$ cat config.mk
export PLATFORM = sky130hd
export DESIGN_NAME = bridge_clock_config
export DESIGN_NICKNAME = d
export VERILOG_FILES = /design/src/hdl/bridge_cfg_pkg.sv /design/src/hdl/pixel_clock_divider.sv /design/src/hdl/bridge_clock_config.sv
export SDC_FILE = /design/constraint.sdc
export NUM_CORES = 1
export LEC_CHECK = 0
export BUFFER_PORTS_ARGS = -buffer_cell sky130_fd_sc_hd__buf_2
export CELL_PAD_IN_SITES_DETAIL_PLACEMENT = 1
export CELL_PAD_IN_SITES_GLOBAL_PLACEMENT = 2
export CORE_MARGIN = 2
export CORE_UTILIZATION = 35
export DETAILED_ROUTE_END_ITERATION = 16
export HOLD_SLACK_MARGIN = 0.05
export PLACE_DENSITY_LB_ADDON = 0.25
export REMOVE_ABC_BUFFERS = 1
export SYNTH_ARGS = -nofsm -noshare
export SYNTH_HDL_FRONTEND = slang
export SYNTH_SLANG_ARGS = --single-unit
$ cat constraint.sdc
create_clock -name ref_clk -period 2.1 [get_ports ref_clk]
set_clock_uncertainty 0.15 [all_clocks]
set_input_delay 0.42 -clock ref_clk [delete_from_list [all_inputs] [get_ports ref_clk]]
set_output_delay 0.42 -clock ref_clk [all_outputs]
set_load 0.02 [all_outputs]
$ cat src/hdl/bridge_cfg_pkg.sv
// Constants, types and register map of the bridge clock and receiver configuration block
// Behaviour
// - HS clock divided by divide code plus one
// - Reference clock multiplied by multiply code plus one
// - PLL enable bit starts/stops PLL, resets 0
// - Lane code selects four to one lanes
// - Tolerance-off bit rejects single leader bit errors
// - Data lane equalization none, 1 dB, 2 dB
// - Clock lane equalization uses same encoding
// - Clock band code in 5 MHz steps
// - Source select: 0 reference, 1 HS clock
package bridge_cfg_pkg;

   // ==========================================================
   // Register offsets (local serial subaddresses)
   // ==========================================================
   localparam logic [7:0] SOFT_RESET_OFS       = 8'h09;
   localparam logic [7:0] CLOCK_SOURCE_OFS     = 8'h0A;
   localparam logic [7:0] CLK_DIV_MULT_OFS     = 8'h0B;
   localparam logic [7:0] PLL_CONTROL_OFS      = 8'h0D;
   localparam logic [7:0] LANE_SETUP_OFS       = 8'h10;
   localparam logic [7:0] EQUALIZATION_OFS     = 8'h11;
   localparam logic [7:0] CLOCK_BAND_OFS       = 8'h12;

   // ==========================================================
   // Field positions
   // ==========================================================
   localparam int SOFT_RESET_BIT   = 0;
   localparam int PLL_STATUS_BIT   = 7;
   localparam int RANGE_LSB        = 1;
   localparam int SOURCE_BIT       = 0;
   localparam int DIVIDE_LSB       = 3;
   localparam int MULTIPLY_LSB     = 0;
   localparam int PLL_ENABLE_BIT   = 0;
   localparam int LANE_LSB         = 3;
   localparam int TOL_OFF_BIT      = 0;
   localparam int DATA_EQ_LSB      = 6;
   localparam int CLK_EQ_LSB       = 2;

   // ==========================================================
   // Reset values and code limits
   // ==========================================================
   localparam logic [2:0] RANGE_RESET      = 3'h5;
   localparam logic [1:0] LANE_RESET       = 2'h3;
   localparam logic [4:0] DIVIDE_CODE_MAX  = 5'h18;
   localparam logic [7:0] BAND_CODE_MIN    = 8'h08;
   localparam logic [7:0] BAND_CODE_MAX    = 8'h64;
   localparam logic [6:0] DEVICE_ADDR_DEF  = 7'h2C;  // Arbitrary value

   // ==========================================================
   // Serial slave states
   // ==========================================================
   typedef enum logic [2:0] {
      ST_IDLE  = 3'b000,
      ST_ADDR  = 3'b001,
      ST_SUB   = 3'b010,
      ST_WDATA = 3'b011,
      ST_ACK   = 3'b100,
      ST_RLOAD = 3'b101,
      ST_RDATA = 3'b110,
      ST_RACK  = 3'b111
   } serial_state_t;

   // ==========================================================
   // Configuration carriers
   // ==========================================================
   typedef struct packed {
      logic       pixel_clock_source_select;  // 0 reference, 1 HS clock
      logic [2:0] outputClockRange;           // Output clock band
      logic [4:0] hsDivideCode;               // Divide by code plus one
      logic [1:0] ref_clock_multiply_code;    // Multiply by code plus one
      logic       pllEnable;                  // PLL run request
   } pll_cfg_t;

   typedef struct packed {
      logic [1:0] input_lane_count;           // Lane code as stored
      logic       leader_error_tolerance_off; // 1 rejects any leader error
      logic [1:0] data_lane_equalization;
      logic [1:0] clock_lane_equalization;
      logic [7:0] input_clock_band_code;
   } rx_cfg_t;

   typedef struct packed {
      logic [4:0] divideEffective;            // Code used by divider
      logic [1:0] multiplyEffective;          // Code used by multiplier
      logic [2:0] activeLanes;                // 1 to 4
      logic       bandValid;                  // Band code not reserved
   } derived_cfg_t;

endpackage

$ cat src/hdl/pixel_clock_divider.sv
// Programmable tick divider producing the pixel clock tick from the source tick
module pixel_clock_divider #(
   parameter int DIV_WIDTH = 5
) (
   input  wire logic                 ref_clk,
   input  wire logic                 rstn,
   input  wire logic                 clear,
   input  wire logic                 srcTick,
   input  wire logic [DIV_WIDTH-1:0] divCode,
   output      logic                 outTick
);
   import bridge_cfg_pkg::*;

   // ==========================================================
   // Parameter check
   // ==========================================================
   // Narrower counters cannot reach the largest divide code
   if (DIV_WIDTH < 5) begin : g_width_check
      $error("pixel_clock_divider: DIV_WIDTH must be at least 5");
   end

   logic [DIV_WIDTH-1:0] count_reg;  // Source ticks seen in this period

   // ==========================================================
   // Divide counter
   // ==========================================================
   // Clear holds the phase at zero so a restart is aligned
   always_ff @(posedge ref_clk or negedge rstn) begin
      if (!rstn) begin
         count_reg <= '0;
         outTick   <= 1'b0;
      end else if (clear) begin
         count_reg <= '0;
         outTick   <= 1'b0;
      end else begin
         outTick <= 1'b0;
         if (srcTick) begin
            if (count_reg >= divCode) begin
               count_reg <= '0;
               outTick   <= 1'b1;
            end else begin
               count_reg <= count_reg + {{(DIV_WIDTH-1){1'b0}}, 1'b1};
            end
         end
      end
   end

endmodule

$ cat src/hdl/bridge_clock_config.sv
// Serial-slave register bank for pixel clock, PLL and receiver setup
module bridge_clock_config #(
   parameter logic [6:0] DEVICE_ADDR = bridge_cfg_pkg::DEVICE_ADDR_DEF  // Arbitrary value
) (
   input  wire logic                         ref_clk,
   input  wire logic                         rstn,
   input  wire logic                         scl,
   input  wire logic                         sdaIn,
   output      logic                         sdaOut,
   output      logic                         sdaOeN,
   input  wire logic                         hsClkTick,
   input  wire logic                         refClkTick,
   output      bridge_cfg_pkg::pll_cfg_t     pllCfg,
   output      bridge_cfg_pkg::rx_cfg_t      rxCfg,
   output      bridge_cfg_pkg::derived_cfg_t derivedCfg,
   output      logic                         pllRunning,
   output      logic                         softResetPulse,
   output      logic                         pixelTick
);
   import bridge_cfg_pkg::*;

   // ==========================================================
   // Declarations
   // ==========================================================
   serial_state_t state_reg;      // Serial slave state
   serial_state_t afterAck_reg;   // State entered after the ack bit
   logic [2:0]    bitCnt_reg;     // Bit index inside a byte
   logic [7:0]    shift_reg;      // Shift register for both directions
   logic          byteFull_reg;   // Eight bits received, ack pending
   logic [7:0]    subAddr_reg;    // Register pointer, auto-increments
   logic          wrStb_reg;      // One-cycle register write strobe
   logic [7:0]    wrAddr_reg;     // Write target
   logic [7:0]    wrData_reg;     // Write value
   logic          sclPrev_reg;    // Last clock line sample
   logic          sdaPrev_reg;    // Last data line sample
   logic [7:0]    rdByte;         // Read value at the pointer
   logic          sclRise;
   logic          sclFall;
   logic          startCond;
   logic          stopCond;
   logic          srcTick;        // Tick of the selected source

   // ==========================================================
   // Line edge and framing detection
   // ==========================================================
   // Inputs are already synchronous, one sample of history is enough
   always_ff @(posedge ref_clk or negedge rstn) begin
      if (!rstn) begin
         sclPrev_reg <= 1'b1;
         sdaPrev_reg <= 1'b1;
      end else begin
         sclPrev_reg <= scl;
         sdaPrev_reg <= sdaIn;
      end
   end

   assign sclRise   = scl & ~sclPrev_reg;
   assign sclFall   = ~scl & sclPrev_reg;
   assign startCond = scl & sclPrev_reg & sdaPrev_reg & ~sdaIn;
   assign stopCond  = scl & sclPrev_reg & ~sdaPrev_reg & sdaIn;

   // ==========================================================
   // Read multiplexer
   // ==========================================================
   // reserved read zero
   always_comb begin
      case (subAddr_reg)
         CLOCK_SOURCE_OFS: rdByte = {pllRunning, 3'b000, pllCfg.outputClockRange,
                                     pllCfg.pixel_clock_source_select};
         CLK_DIV_MULT_OFS: rdByte = {pllCfg.hsDivideCode, 1'b0,
                                     pllCfg.ref_clock_multiply_code};
         PLL_CONTROL_OFS:  rdByte = {7'b000_0000, pllCfg.pllEnable};
         LANE_SETUP_OFS:   rdByte = {3'b000, rxCfg.input_lane_count, 2'b00,
                                     rxCfg.leader_error_tolerance_off};
         EQUALIZATION_OFS: rdByte = {rxCfg.data_lane_equalization, 2'b00,
                                     rxCfg.clock_lane_equalization, 2'b00};
         CLOCK_BAND_OFS:   rdByte = rxCfg.input_clock_band_code;
         // Soft reset reads zero, unmapped addresses read zero
         default:          rdByte = 8'h00;
      endcase
   end

   // ==========================================================
   // Serial slave
   // ==========================================================
   // Open-drain: only ever pulls low, so the data output stays 0
   always_ff @(posedge ref_clk or negedge rstn) begin
      if (!rstn) begin
         sdaOut <= 1'b0;
      end else begin
         sdaOut <= 1'b0;
      end
   end

   // Byte framing, ack generation, pointer handling and read shifting
   always_ff @(posedge ref_clk or negedge rstn) begin
      if (!rstn) begin
         state_reg    <= ST_IDLE;
         afterAck_reg <= ST_IDLE;
         bitCnt_reg   <= 3'h0;
         shift_reg    <= 8'h00;
         byteFull_reg <= 1'b0;
         subAddr_reg  <= 8'h00;
         sdaOeN       <= 1'b1;
         wrStb_reg    <= 1'b0;
         wrAddr_reg   <= 8'h00;
         wrData_reg   <= 8'h00;
      end else begin
         wrStb_reg <= 1'b0;
         if (stopCond) begin
            // Stop always frees the line
            state_reg    <= ST_IDLE;
            byteFull_reg <= 1'b0;
            sdaOeN       <= 1'b1;
         end else if (startCond) begin
            // Start or repeated start restarts address phase
            state_reg    <= ST_ADDR;
            bitCnt_reg   <= 3'h0;
            byteFull_reg <= 1'b0;
            sdaOeN       <= 1'b1;
         end else if (sclRise) begin
            case (state_reg)
               ST_ADDR, ST_SUB, ST_WDATA: begin
                  shift_reg  <= {shift_reg[6:0], sdaIn};
                  bitCnt_reg <= bitCnt_reg + 3'h1;
                  if (bitCnt_reg == 3'h7) begin
                     byteFull_reg <= 1'b1;
                  end
               end
               ST_RDATA: begin
                  bitCnt_reg <= bitCnt_reg + 3'h1;
                  if (bitCnt_reg == 3'h7) begin
                     state_reg <= ST_RACK;
                  end
               end
               ST_RACK: begin
                  // Master nack ends the read burst
                  state_reg <= sdaIn ? ST_IDLE : ST_RLOAD;
               end
               default: begin
               end
            endcase
         end else if (sclFall) begin
            case (state_reg)
               ST_ADDR: begin
                  if (byteFull_reg) begin
                     byteFull_reg <= 1'b0;
                     if (shift_reg[7:1] == DEVICE_ADDR) begin
                        sdaOeN       <= 1'b0;
                        state_reg    <= ST_ACK;
                        afterAck_reg <= shift_reg[0] ? ST_RLOAD : ST_SUB;
                     end else begin
                        // Other slave addressed: stay silent till next start
                        state_reg <= ST_IDLE;
                     end
                  end
               end
               ST_SUB: begin
                  if (byteFull_reg) begin
                     byteFull_reg <= 1'b0;
                     subAddr_reg  <= shift_reg;
                     sdaOeN       <= 1'b0;
                     state_reg    <= ST_ACK;
                     afterAck_reg <= ST_WDATA;
                  end
               end
               ST_WDATA: begin
                  if (byteFull_reg) begin
                     byteFull_reg <= 1'b0;
                     wrStb_reg    <= 1'b1;
                     wrAddr_reg   <= subAddr_reg;
                     wrData_reg   <= shift_reg;
                     subAddr_reg  <= subAddr_reg + 8'h01;
                     sdaOeN       <= 1'b0;
                     state_reg    <= ST_ACK;
                     afterAck_reg <= ST_WDATA;
                  end
               end
               ST_ACK, ST_RLOAD: begin
                  bitCnt_reg <= 3'h0;
                  if (state_reg == ST_RLOAD || afterAck_reg == ST_RLOAD) begin
                     // Load and present the first bit of the read byte
                     shift_reg   <= rdByte;
                     sdaOeN      <= rdByte[7];
                     subAddr_reg <= subAddr_reg + 8'h01;
                     state_reg   <= ST_RDATA;
                  end else begin
                     sdaOeN    <= 1'b1;
                     state_reg <= afterAck_reg;
                  end
               end
               ST_RDATA: begin
                  shift_reg <= {shift_reg[6:0], 1'b0};
                  sdaOeN    <= shift_reg[6];
               end
               ST_RACK: begin
                  sdaOeN <= 1'b1;
               end
               default: begin
               end
            endcase
         end
      end
   end

   // ==========================================================
   // Configuration registers
   // ==========================================================
   // Soft reset never touches these, so settings survive it
   always_ff @(posedge ref_clk or negedge rstn) begin
      if (!rstn) begin
         pllCfg <= '{pixel_clock_source_select: 1'b0, outputClockRange: RANGE_RESET,
                     hsDivideCode: 5'h00, ref_clock_multiply_code: 2'h0, pllEnable: 1'b0};
         rxCfg  <= '{input_lane_count: LANE_RESET, leader_error_tolerance_off: 1'b0,
                     data_lane_equalization: 2'h0, clock_lane_equalization: 2'h0,
                     input_clock_band_code: 8'h00};
      end else if (wrStb_reg) begin
         case (wrAddr_reg)
            CLOCK_SOURCE_OFS: begin
               pllCfg.pixel_clock_source_select <= wrData_reg[SOURCE_BIT];
               pllCfg.outputClockRange <= wrData_reg[RANGE_LSB +: 3];
            end
            CLK_DIV_MULT_OFS: begin
               pllCfg.hsDivideCode            <= wrData_reg[DIVIDE_LSB +: 5];
               pllCfg.ref_clock_multiply_code <= wrData_reg[MULTIPLY_LSB +: 2];
            end
            PLL_CONTROL_OFS: pllCfg.pllEnable <= wrData_reg[PLL_ENABLE_BIT];
            LANE_SETUP_OFS: begin
               rxCfg.input_lane_count <= wrData_reg[LANE_LSB +: 2];
               rxCfg.leader_error_tolerance_off <= wrData_reg[TOL_OFF_BIT];
            end
            EQUALIZATION_OFS: begin
               rxCfg.data_lane_equalization  <= wrData_reg[DATA_EQ_LSB +: 2];
               rxCfg.clock_lane_equalization <= wrData_reg[CLK_EQ_LSB +: 2];
            end
            CLOCK_BAND_OFS: rxCfg.input_clock_band_code <= wrData_reg;
            default: begin
            end
         endcase
      end
   end

   // ==========================================================
   // Soft reset strobe
   // ==========================================================
   // Self-clearing: the bit itself is never stored
   always_ff @(posedge ref_clk or negedge rstn) begin
      if (!rstn) begin
         softResetPulse <= 1'b0;
      end else begin
         softResetPulse <= wrStb_reg && (wrAddr_reg == SOFT_RESET_OFS) &&
                           wrData_reg[SOFT_RESET_BIT];
      end
   end

   // ==========================================================
   // PLL status and decoded settings
   // ==========================================================
   // Status follows the enable one cycle later; lock is not modelled
   always_ff @(posedge ref_clk or negedge rstn) begin
      if (!rstn) begin
         pllRunning <= 1'b0;
      end else begin
         pllRunning <= pllCfg.pllEnable;
      end
   end

   // Decoded values the clock and receiver paths actually use
   always_ff @(posedge ref_clk or negedge rstn) begin
      if (!rstn) begin
         derivedCfg <= '{divideEffective: 5'h00, multiplyEffective: 2'h0,
                         activeLanes: 3'h1, bandValid: 1'b0};
      end else begin
         if (!pllCfg.pixel_clock_source_select) begin
            derivedCfg.divideEffective <= 5'h00;
         end else if (pllCfg.hsDivideCode > DIVIDE_CODE_MAX) begin
            // Reserved codes clamp to the slowest legal ratio
            derivedCfg.divideEffective <= DIVIDE_CODE_MAX;
         end else begin
            derivedCfg.divideEffective <= pllCfg.hsDivideCode;
         end
         derivedCfg.multiplyEffective <= pllCfg.pixel_clock_source_select ? 2'h0 :
                                         pllCfg.ref_clock_multiply_code;
         derivedCfg.activeLanes <= 3'h4 - {1'b0, rxCfg.input_lane_count};
         derivedCfg.bandValid <= (rxCfg.input_clock_band_code >= BAND_CODE_MIN) &&
                                 (rxCfg.input_clock_band_code <= BAND_CODE_MAX);
      end
   end

   // ==========================================================
   // Pixel clock tick generation
   // ==========================================================
   // pick source tick
   assign srcTick = pllCfg.pixel_clock_source_select ? hsClkTick : refClkTick;

   // Divider halts while the PLL is off or during soft reset
   pixel_clock_divider #(
      .DIV_WIDTH (5)
   ) u_divider (
      .ref_clk (ref_clk),
      .rstn    (rstn),
      .clear   (softResetPulse | ~pllRunning),
      .srcTick (srcTick),
      .divCode (derivedCfg.divideEffective),
      .outTick (pixelTick)
   );

endmodule

==> flow_summary.ini, run 1 <==
[synth]
yosys.area.top_type = dfrtp_1
yosysUniqueCellTypes = 57
synth_edf_count = 0
synthFlopType = dfrtp_1
syn_area_mm2 = 0.004654
netlist.area_leader.share_pct = 45.16
yosysWarnings = 0
syn_inst = 426
synth_area_per_cell_um2 = 10.93
synth-seq-area-share_pct = 49.68
async_reset_ff_share_pct = 100.0
ys_ff_latch = 92
synthTopCellsByArea = dfrtp_1 (45%), mux2_2 (13%), dfstp_2 (4.5%)

[global_route]
grt_pass1_wl_um = 21870
grt_overflow_total = 0
grt_max_degree = 93
antenna_found_initial = 0
grt_usage_pct = 19.95
grt_pass1_vias = 4017

[worst_setup_path]
worstSetupStartpointType = register
worstPathArrival_ps = 2200
crit_fanout = 4
rrSetupSlack_ps = -10
critPathRequiredTime_ps = 2190
cp_slowest_cell = dfstp_2
r2r-start = sclPrev_reg
crit_start = sclPrev_reg
critPathCaptureType = register
critPathKind = reg2reg
reg2reg_to = wrAddr_reg[7]
cp_cell_sequence = inv_2, ha_4, nor2b_4, nand2_2, nor4_4, buf_6, clkbuf_16, mux2_2
reg2regPathDepth = 8
cpPeakStageDelay_ps = 550

[sta]
min_period_ps = 2112
finalHoldViolCount = 0
fin_crit_sh_pct = 100.6
max_freq_mhz = 473.5
rsz0062_at_grt = true
maxSlewHeadroom_pct = 65.42
setup_slack_ps = -11.72
tightest_slew_ps = 518.6
finalSetupViolations = 3
tns_ps = -22.09
slew_viol_final = 0

[power_and_ir_drop]
powerDensity_mw_per_mm2 = 952.6
ir_worst_vdd_v = 0.0003211
p_leak_uw = 0.002868
power.total_uw = 5735

[detailed_routing]
dr.first_iter.drc_count = 198
route.vias.total = 3738
wl_um = 13760
dr.pass1.iters = 4
wl_per_cell_um = 19.49
vias_per_cell = 5.295
drcViolationCount = 0
ant_nets = 0

[cells_and_area]
drive_gt1_share_pct = 38.68
top_register = rxCfg
multi_input_area_mm2 = 0.002311
antenna_cells = 0
fill_cells = 1446
reg_top3 = rxCfg: 15 flops, pllCfg: 12 flops, derivedCfg: 11 flops
synthToLayoutAreaGrowth_pct = 29.35
largest_register_ffs = 15
seq_area_mm2 = 0.002317
final_area_mm2 = 0.006021
fin_nets = 547

[place]
place_area_mm2 = 0.005450
port_buffers = 47
dpl.hpwl_um = 9738
gp_congestion = 0.8290
dpl_worst_slack_ps = -146.0

[hold_path]
hp-class = in2reg
hold_depth = 1
min_from = scl
holdPathEnd = sclPrev_reg

[clock_tree]
cts.sinks = 92
cts.clk_slew.worst_paths_ps = 70
root_buffer = clkbuf_16
clockBufferDepth = 2
clk_latency_ps = 350
cts_tree = yes
htreeDepth = 3
cts_made_buffers = 9

[floorplan]
start_util_pct = 35.43
pin_count = 49
dieArea_mm2 = 0.01424
die_y_um = 119.3
rows = 42
coreArea_mm2 = 0.01314
die_width_um = 119.3

[status]
violations = setup timing
status = finished with violations

[job]
maxCapViolCount = 0
## cells in the final DEF, fill, tap and decap left out, drive strengths merged, types with 5 or more instances in the layout
cell type,netlist,final
inv,26,27
nor3,6,6
clkbuf,8,13
dfrtp,84,84
ha,16,16
a31oi,6,6
nand3,15,15
o22ai,6,6
dfstp,8,8
nor4,6,6
o21ai,16,16
o211ai,6,6
mux2i,6,6
a2bb2oi,5,5
and2,9,9
a22o,6,6
nor2b,9,9
a21oi,16,16
buf,8,102
mux2,52,52
nor2,22,22
nand2,35,35
## metal layers
| layer | track usage, % | share of wire, % |
|---|---|---|
| met5 | 0 | 0 |
| met4 | 6.618 | 1.7 |
| met3 | 3.065 | 2.8 |
| met2 | 33.01 | 48 |
| met1 | 26.86 | 47 |
## final cells by class
cell class | count | share of cell area [%]
clock inverters | 4 | 0.9144
inverters | 26 | 1.621
repair buffers | 104 | 12.68
clock buffers | 12 | 4.260
multi-input cells | 292 | 38.38
flip-flops and latches | 92 | 38.49
well taps | 176 | 3.658
## how the worst max path moves through the flow
stage,slack (ps),cells after the start,end
after CTS,-2,7,state_reg[2]
after floorplan,-500,5,subAddr_reg[4]
final,-10,8,wrAddr_reg[7]
after global placement,-100,5,afterAck_reg[1]
after detailed placement,-150,7,wrAddr_reg[7]
after global routing,-60,8,wrData_reg[0]
## critical path, delay by kind of cell (launching register included)
family	cells	cell delay (ps)
mux	1	330
buf+inv	3	380
fa+ha+maj	1	170
simple gates	3	410
flops	1	550
## cells in the mapped netlist (all sizes together), types with 8 or more instances
master	count
buf	8
nand2	35
o21ai	16
ha	16
mux2	52
inv	26
clkbuf	8
dfstp	8
a21oi	16
nor2	22
and2	9
nand3	15
dfrtp	84
nor2b	9
## where the power goes
part	total [uW]	leakage (uW)	switching [uW]	internal, uW
clock	1700	0.000149	710	995
sequential	2310	0.00121	329	1980
combinational	1720	0.00151	919	801
total	5740	0.00287	1960	3780
## stage by stage
step	hold WS, ps	instances	util [%]
5_1_grt	65.77	706	45.83
3_5_place_dp	240.0	683	41.49
4_1_cts	56.25	703	44.64
2_1_floorplan	-25.59	410	-
6_report	66.87	706	45.83
3_3_place_gp	241.3	683	41.49
## timing repair
item                       in CTS  in global routing
resized for setup              12                 30
buffers inserted                2                  2
hold buffers                    1                  0
hold endpoints to repair       84                  0
pin swaps                       2                 10
setup endpoints to repair      30                 40
cloned                          1                  1
## cells by family after synthesis
group	after synthesis	synth area share, %
adder cells (fa/ha/maj)	16	4.301
buffers and inverters	42	3.978
AO/OA/AOI/OAI	84	12.39
XOR/XNOR	3	0.5646
multiplexers	58	13.87
AND/OR/NAND/NOR	130	15.13
flip-flops	92	49.68
other	1	0.08057
(Power assumes the default switching activity.)
==> run 2: changes to the inputs <==
Settings changed: RECOVER_POWER set to 50.
==> run 2 against run 1 <==
  * The run still ends with setup timing left
  * Non-clock buffer count unchanged
  * Maximum frequency about the same
  * First-iteration DRC count unchanged
  * Sequential share of layout area grew 0.14 points
  * Count of clock-buffer cells in the layout is the same
  * Worst setup slack is essentially flat
  * Register-to-register slack is essentially flat
  * Critical path depth stayed put
  * Final area shrank 0.35%
  * Via count up 0.21%
  * Die area did not move
  * Worst hold slack improved by 25 ps
==> flow_summary.ini, run 2 (synthesized netlist as in run 1, its figures left out) <==
[worst_setup_path]
worstPathArrival_ps = 2200
cp_cell_sequence = inv_2, ha_4, nor2b_4, nand2_2, nor4_4, buf_6, clkbuf_16, mux2_2
cpPeakStageDelay_ps = 550
cp_num_buf_inv = 3
r2r-start = sclPrev_reg
reg2regPathDepth = 8
cp_slowest_cell = dfstp_2
endpoint = wrAddr_reg[7]
critical_path_depth = 8
reg2reg_to = wrAddr_reg[7]
critPathRequiredTime_ps = 2190
critPathKind = reg2reg
crit_start = sclPrev_reg
rrSetupSlack_ps = -10
cpLargestDelayFamily = flip-flops
critPathCaptureType = register
crit_fanout = 4
worstSetupStartpointType = register

[sta]
fin_crit_sh_pct = 100.6
min_period_ps = 2112
hold_slack_ps = 91.96
tightest_slew_ps = 1200
max_freq_mhz = 473.5
finalSetupViolations = 3
slew_viol_final = 0
finalHoldViolCount = 0
rsz0062_at_grt = true
maxSlewHeadroom_pct = 20.03
setup_slack_ps = -12.14

[power_and_ir_drop]
power.total_uw = 5732
powerDensity_mw_per_mm2 = 955.5
ir_worst_vdd_v = 0.0003211
p_leak_uw = 0.002851

[clock_tree]
clk_latency_ps = 350
root_buffer = clkbuf_16
cts.sinks = 92
clockBufferDepth = 2
cts_made_buffers = 9
htreeDepth = 3
cts.clk_slew.worst_paths_ps = 70
cts_tree = yes

[place]
place_area_mm2 = 0.005450
place_inst = 683
gp_congestion = 0.8290
port_buffers = 47
dpl.hpwl_um = 9738

[floorplan]
die_width_um = 119.3
dieArea_mm2 = 0.01424
pin_count = 49
die_y_um = 119.3
coreArea_mm2 = 0.01314
start_util_pct = 35.43
rows = 42

[detailed_routing]
drcViolationCount = 0
routed.top_layer = met4
wl_um = 13780
route.vias.total = 3746
dr.pass1.iters = 5
wl_per_cell_um = 19.51
ant_nets = 0
dr.first_iter.drc_count = 198
wl_met2_um = 6639
vias_per_cell = 5.306
wl_met3_um = 383
wl_met1_um = 6519

[global_route]
grt_max_degree = 93
grt_pass1_wl_um = 21870
grt_usage_pct = 19.95
grt_overflow_total = 0
grt_pass1_vias = 4017
antenna_found_initial = 0

[cells_and_area]
final_cell_mix = dfrtp_1 (80), buf_4 (47), buf_2 (45)
final_area_mm2 = 0.006000
fill_cells = 1450
seq_area_mm2 = 0.002317
drive_gt1_share_pct = 37.92
post-route-util_pct = 45.67
fin_nets = 547
synthToLayoutAreaGrowth_pct = 28.90
fin_cells = 706
mostFrequentLayoutCell = dfrtp_1
top_register = rxCfg
multi_input_area_mm2 = 0.002311
largest_register_ffs = 15
antenna_cells = 0
reg_top3 = rxCfg: 15 flops, pllCfg: 12 flops, derivedCfg: 11 flops

[status]
status = finished with violations
violations = setup timing

[hold_path]
hp-class = in2reg

[job]
maxCapViolCount = 0
run 2: changes by cell type in the layout (fill, tap and decap cells not counted), sizes merged:
cell	change
buf	-4
clkbuf	+4
run 2: final cells by class:
cell class                      count  share of cell area [%]
Sequential cell                    92                   38.62
Inverter                           26                   1.627
Clock buffer                       12                   4.275
Multi-Input combinational cell    292                   38.52
Clock inverter                      4                  0.9176
Timing Repair Buffer              104                   12.37
Tap cell                          176                   3.670
run 2: worst min path at each step:
| stage | from | to | slack, ps | depth (start not counted) |
|---|---|---|---|---|
| after floorplan | rstn | afterAck_reg[0] | -30 | 0 |
| after global placement | rxCfg[13] | derivedCfg[1] | 240 | 0 |
| after detailed placement | rxCfg[13] | derivedCfg[1] | 240 | 0 |
| after CTS | scl | sclPrev_reg | 60 | 1 |
| after global routing | scl | sclPrev_reg | 110 | 1 |
| final | scl | sclPrev_reg | 90 | 1 |
run 2: routing by layer:
layer / track usage [%] / vias up
met3: 3.065 / 14
met4: 6.618 / 0
met1: 26.86 / 1920
met5: 0 / -
met2: 33.01 / 70
li1: - / 1742
run 2: report_power, final:
part / internal (uW) / switching [uW] / total [uW]
registers: 1980 / 329 / 2310
logic: 797 / 919 / 1720
clock network: 995 / 711 / 1710
run 2: what timing repair did:
action	in CTS	in global routing
endpoints found under the setup margin	30	40
cloned	1	1
pin swaps	2	10
hold endpoints to repair	84	0
buffers inserted	2	2
hold buffers	1	0
resized for setup	12	30
run 2: per-stage QoR:
stage               setup slack [ps]  setup TNS, ps
floorplan                     -498.4          -9048
global placement              -99.05          -1651
detailed placement            -146.0          -3094
CTS                           -1.787         -1.787
global route                  -63.24         -832.7
finish                        -12.14         -23.35
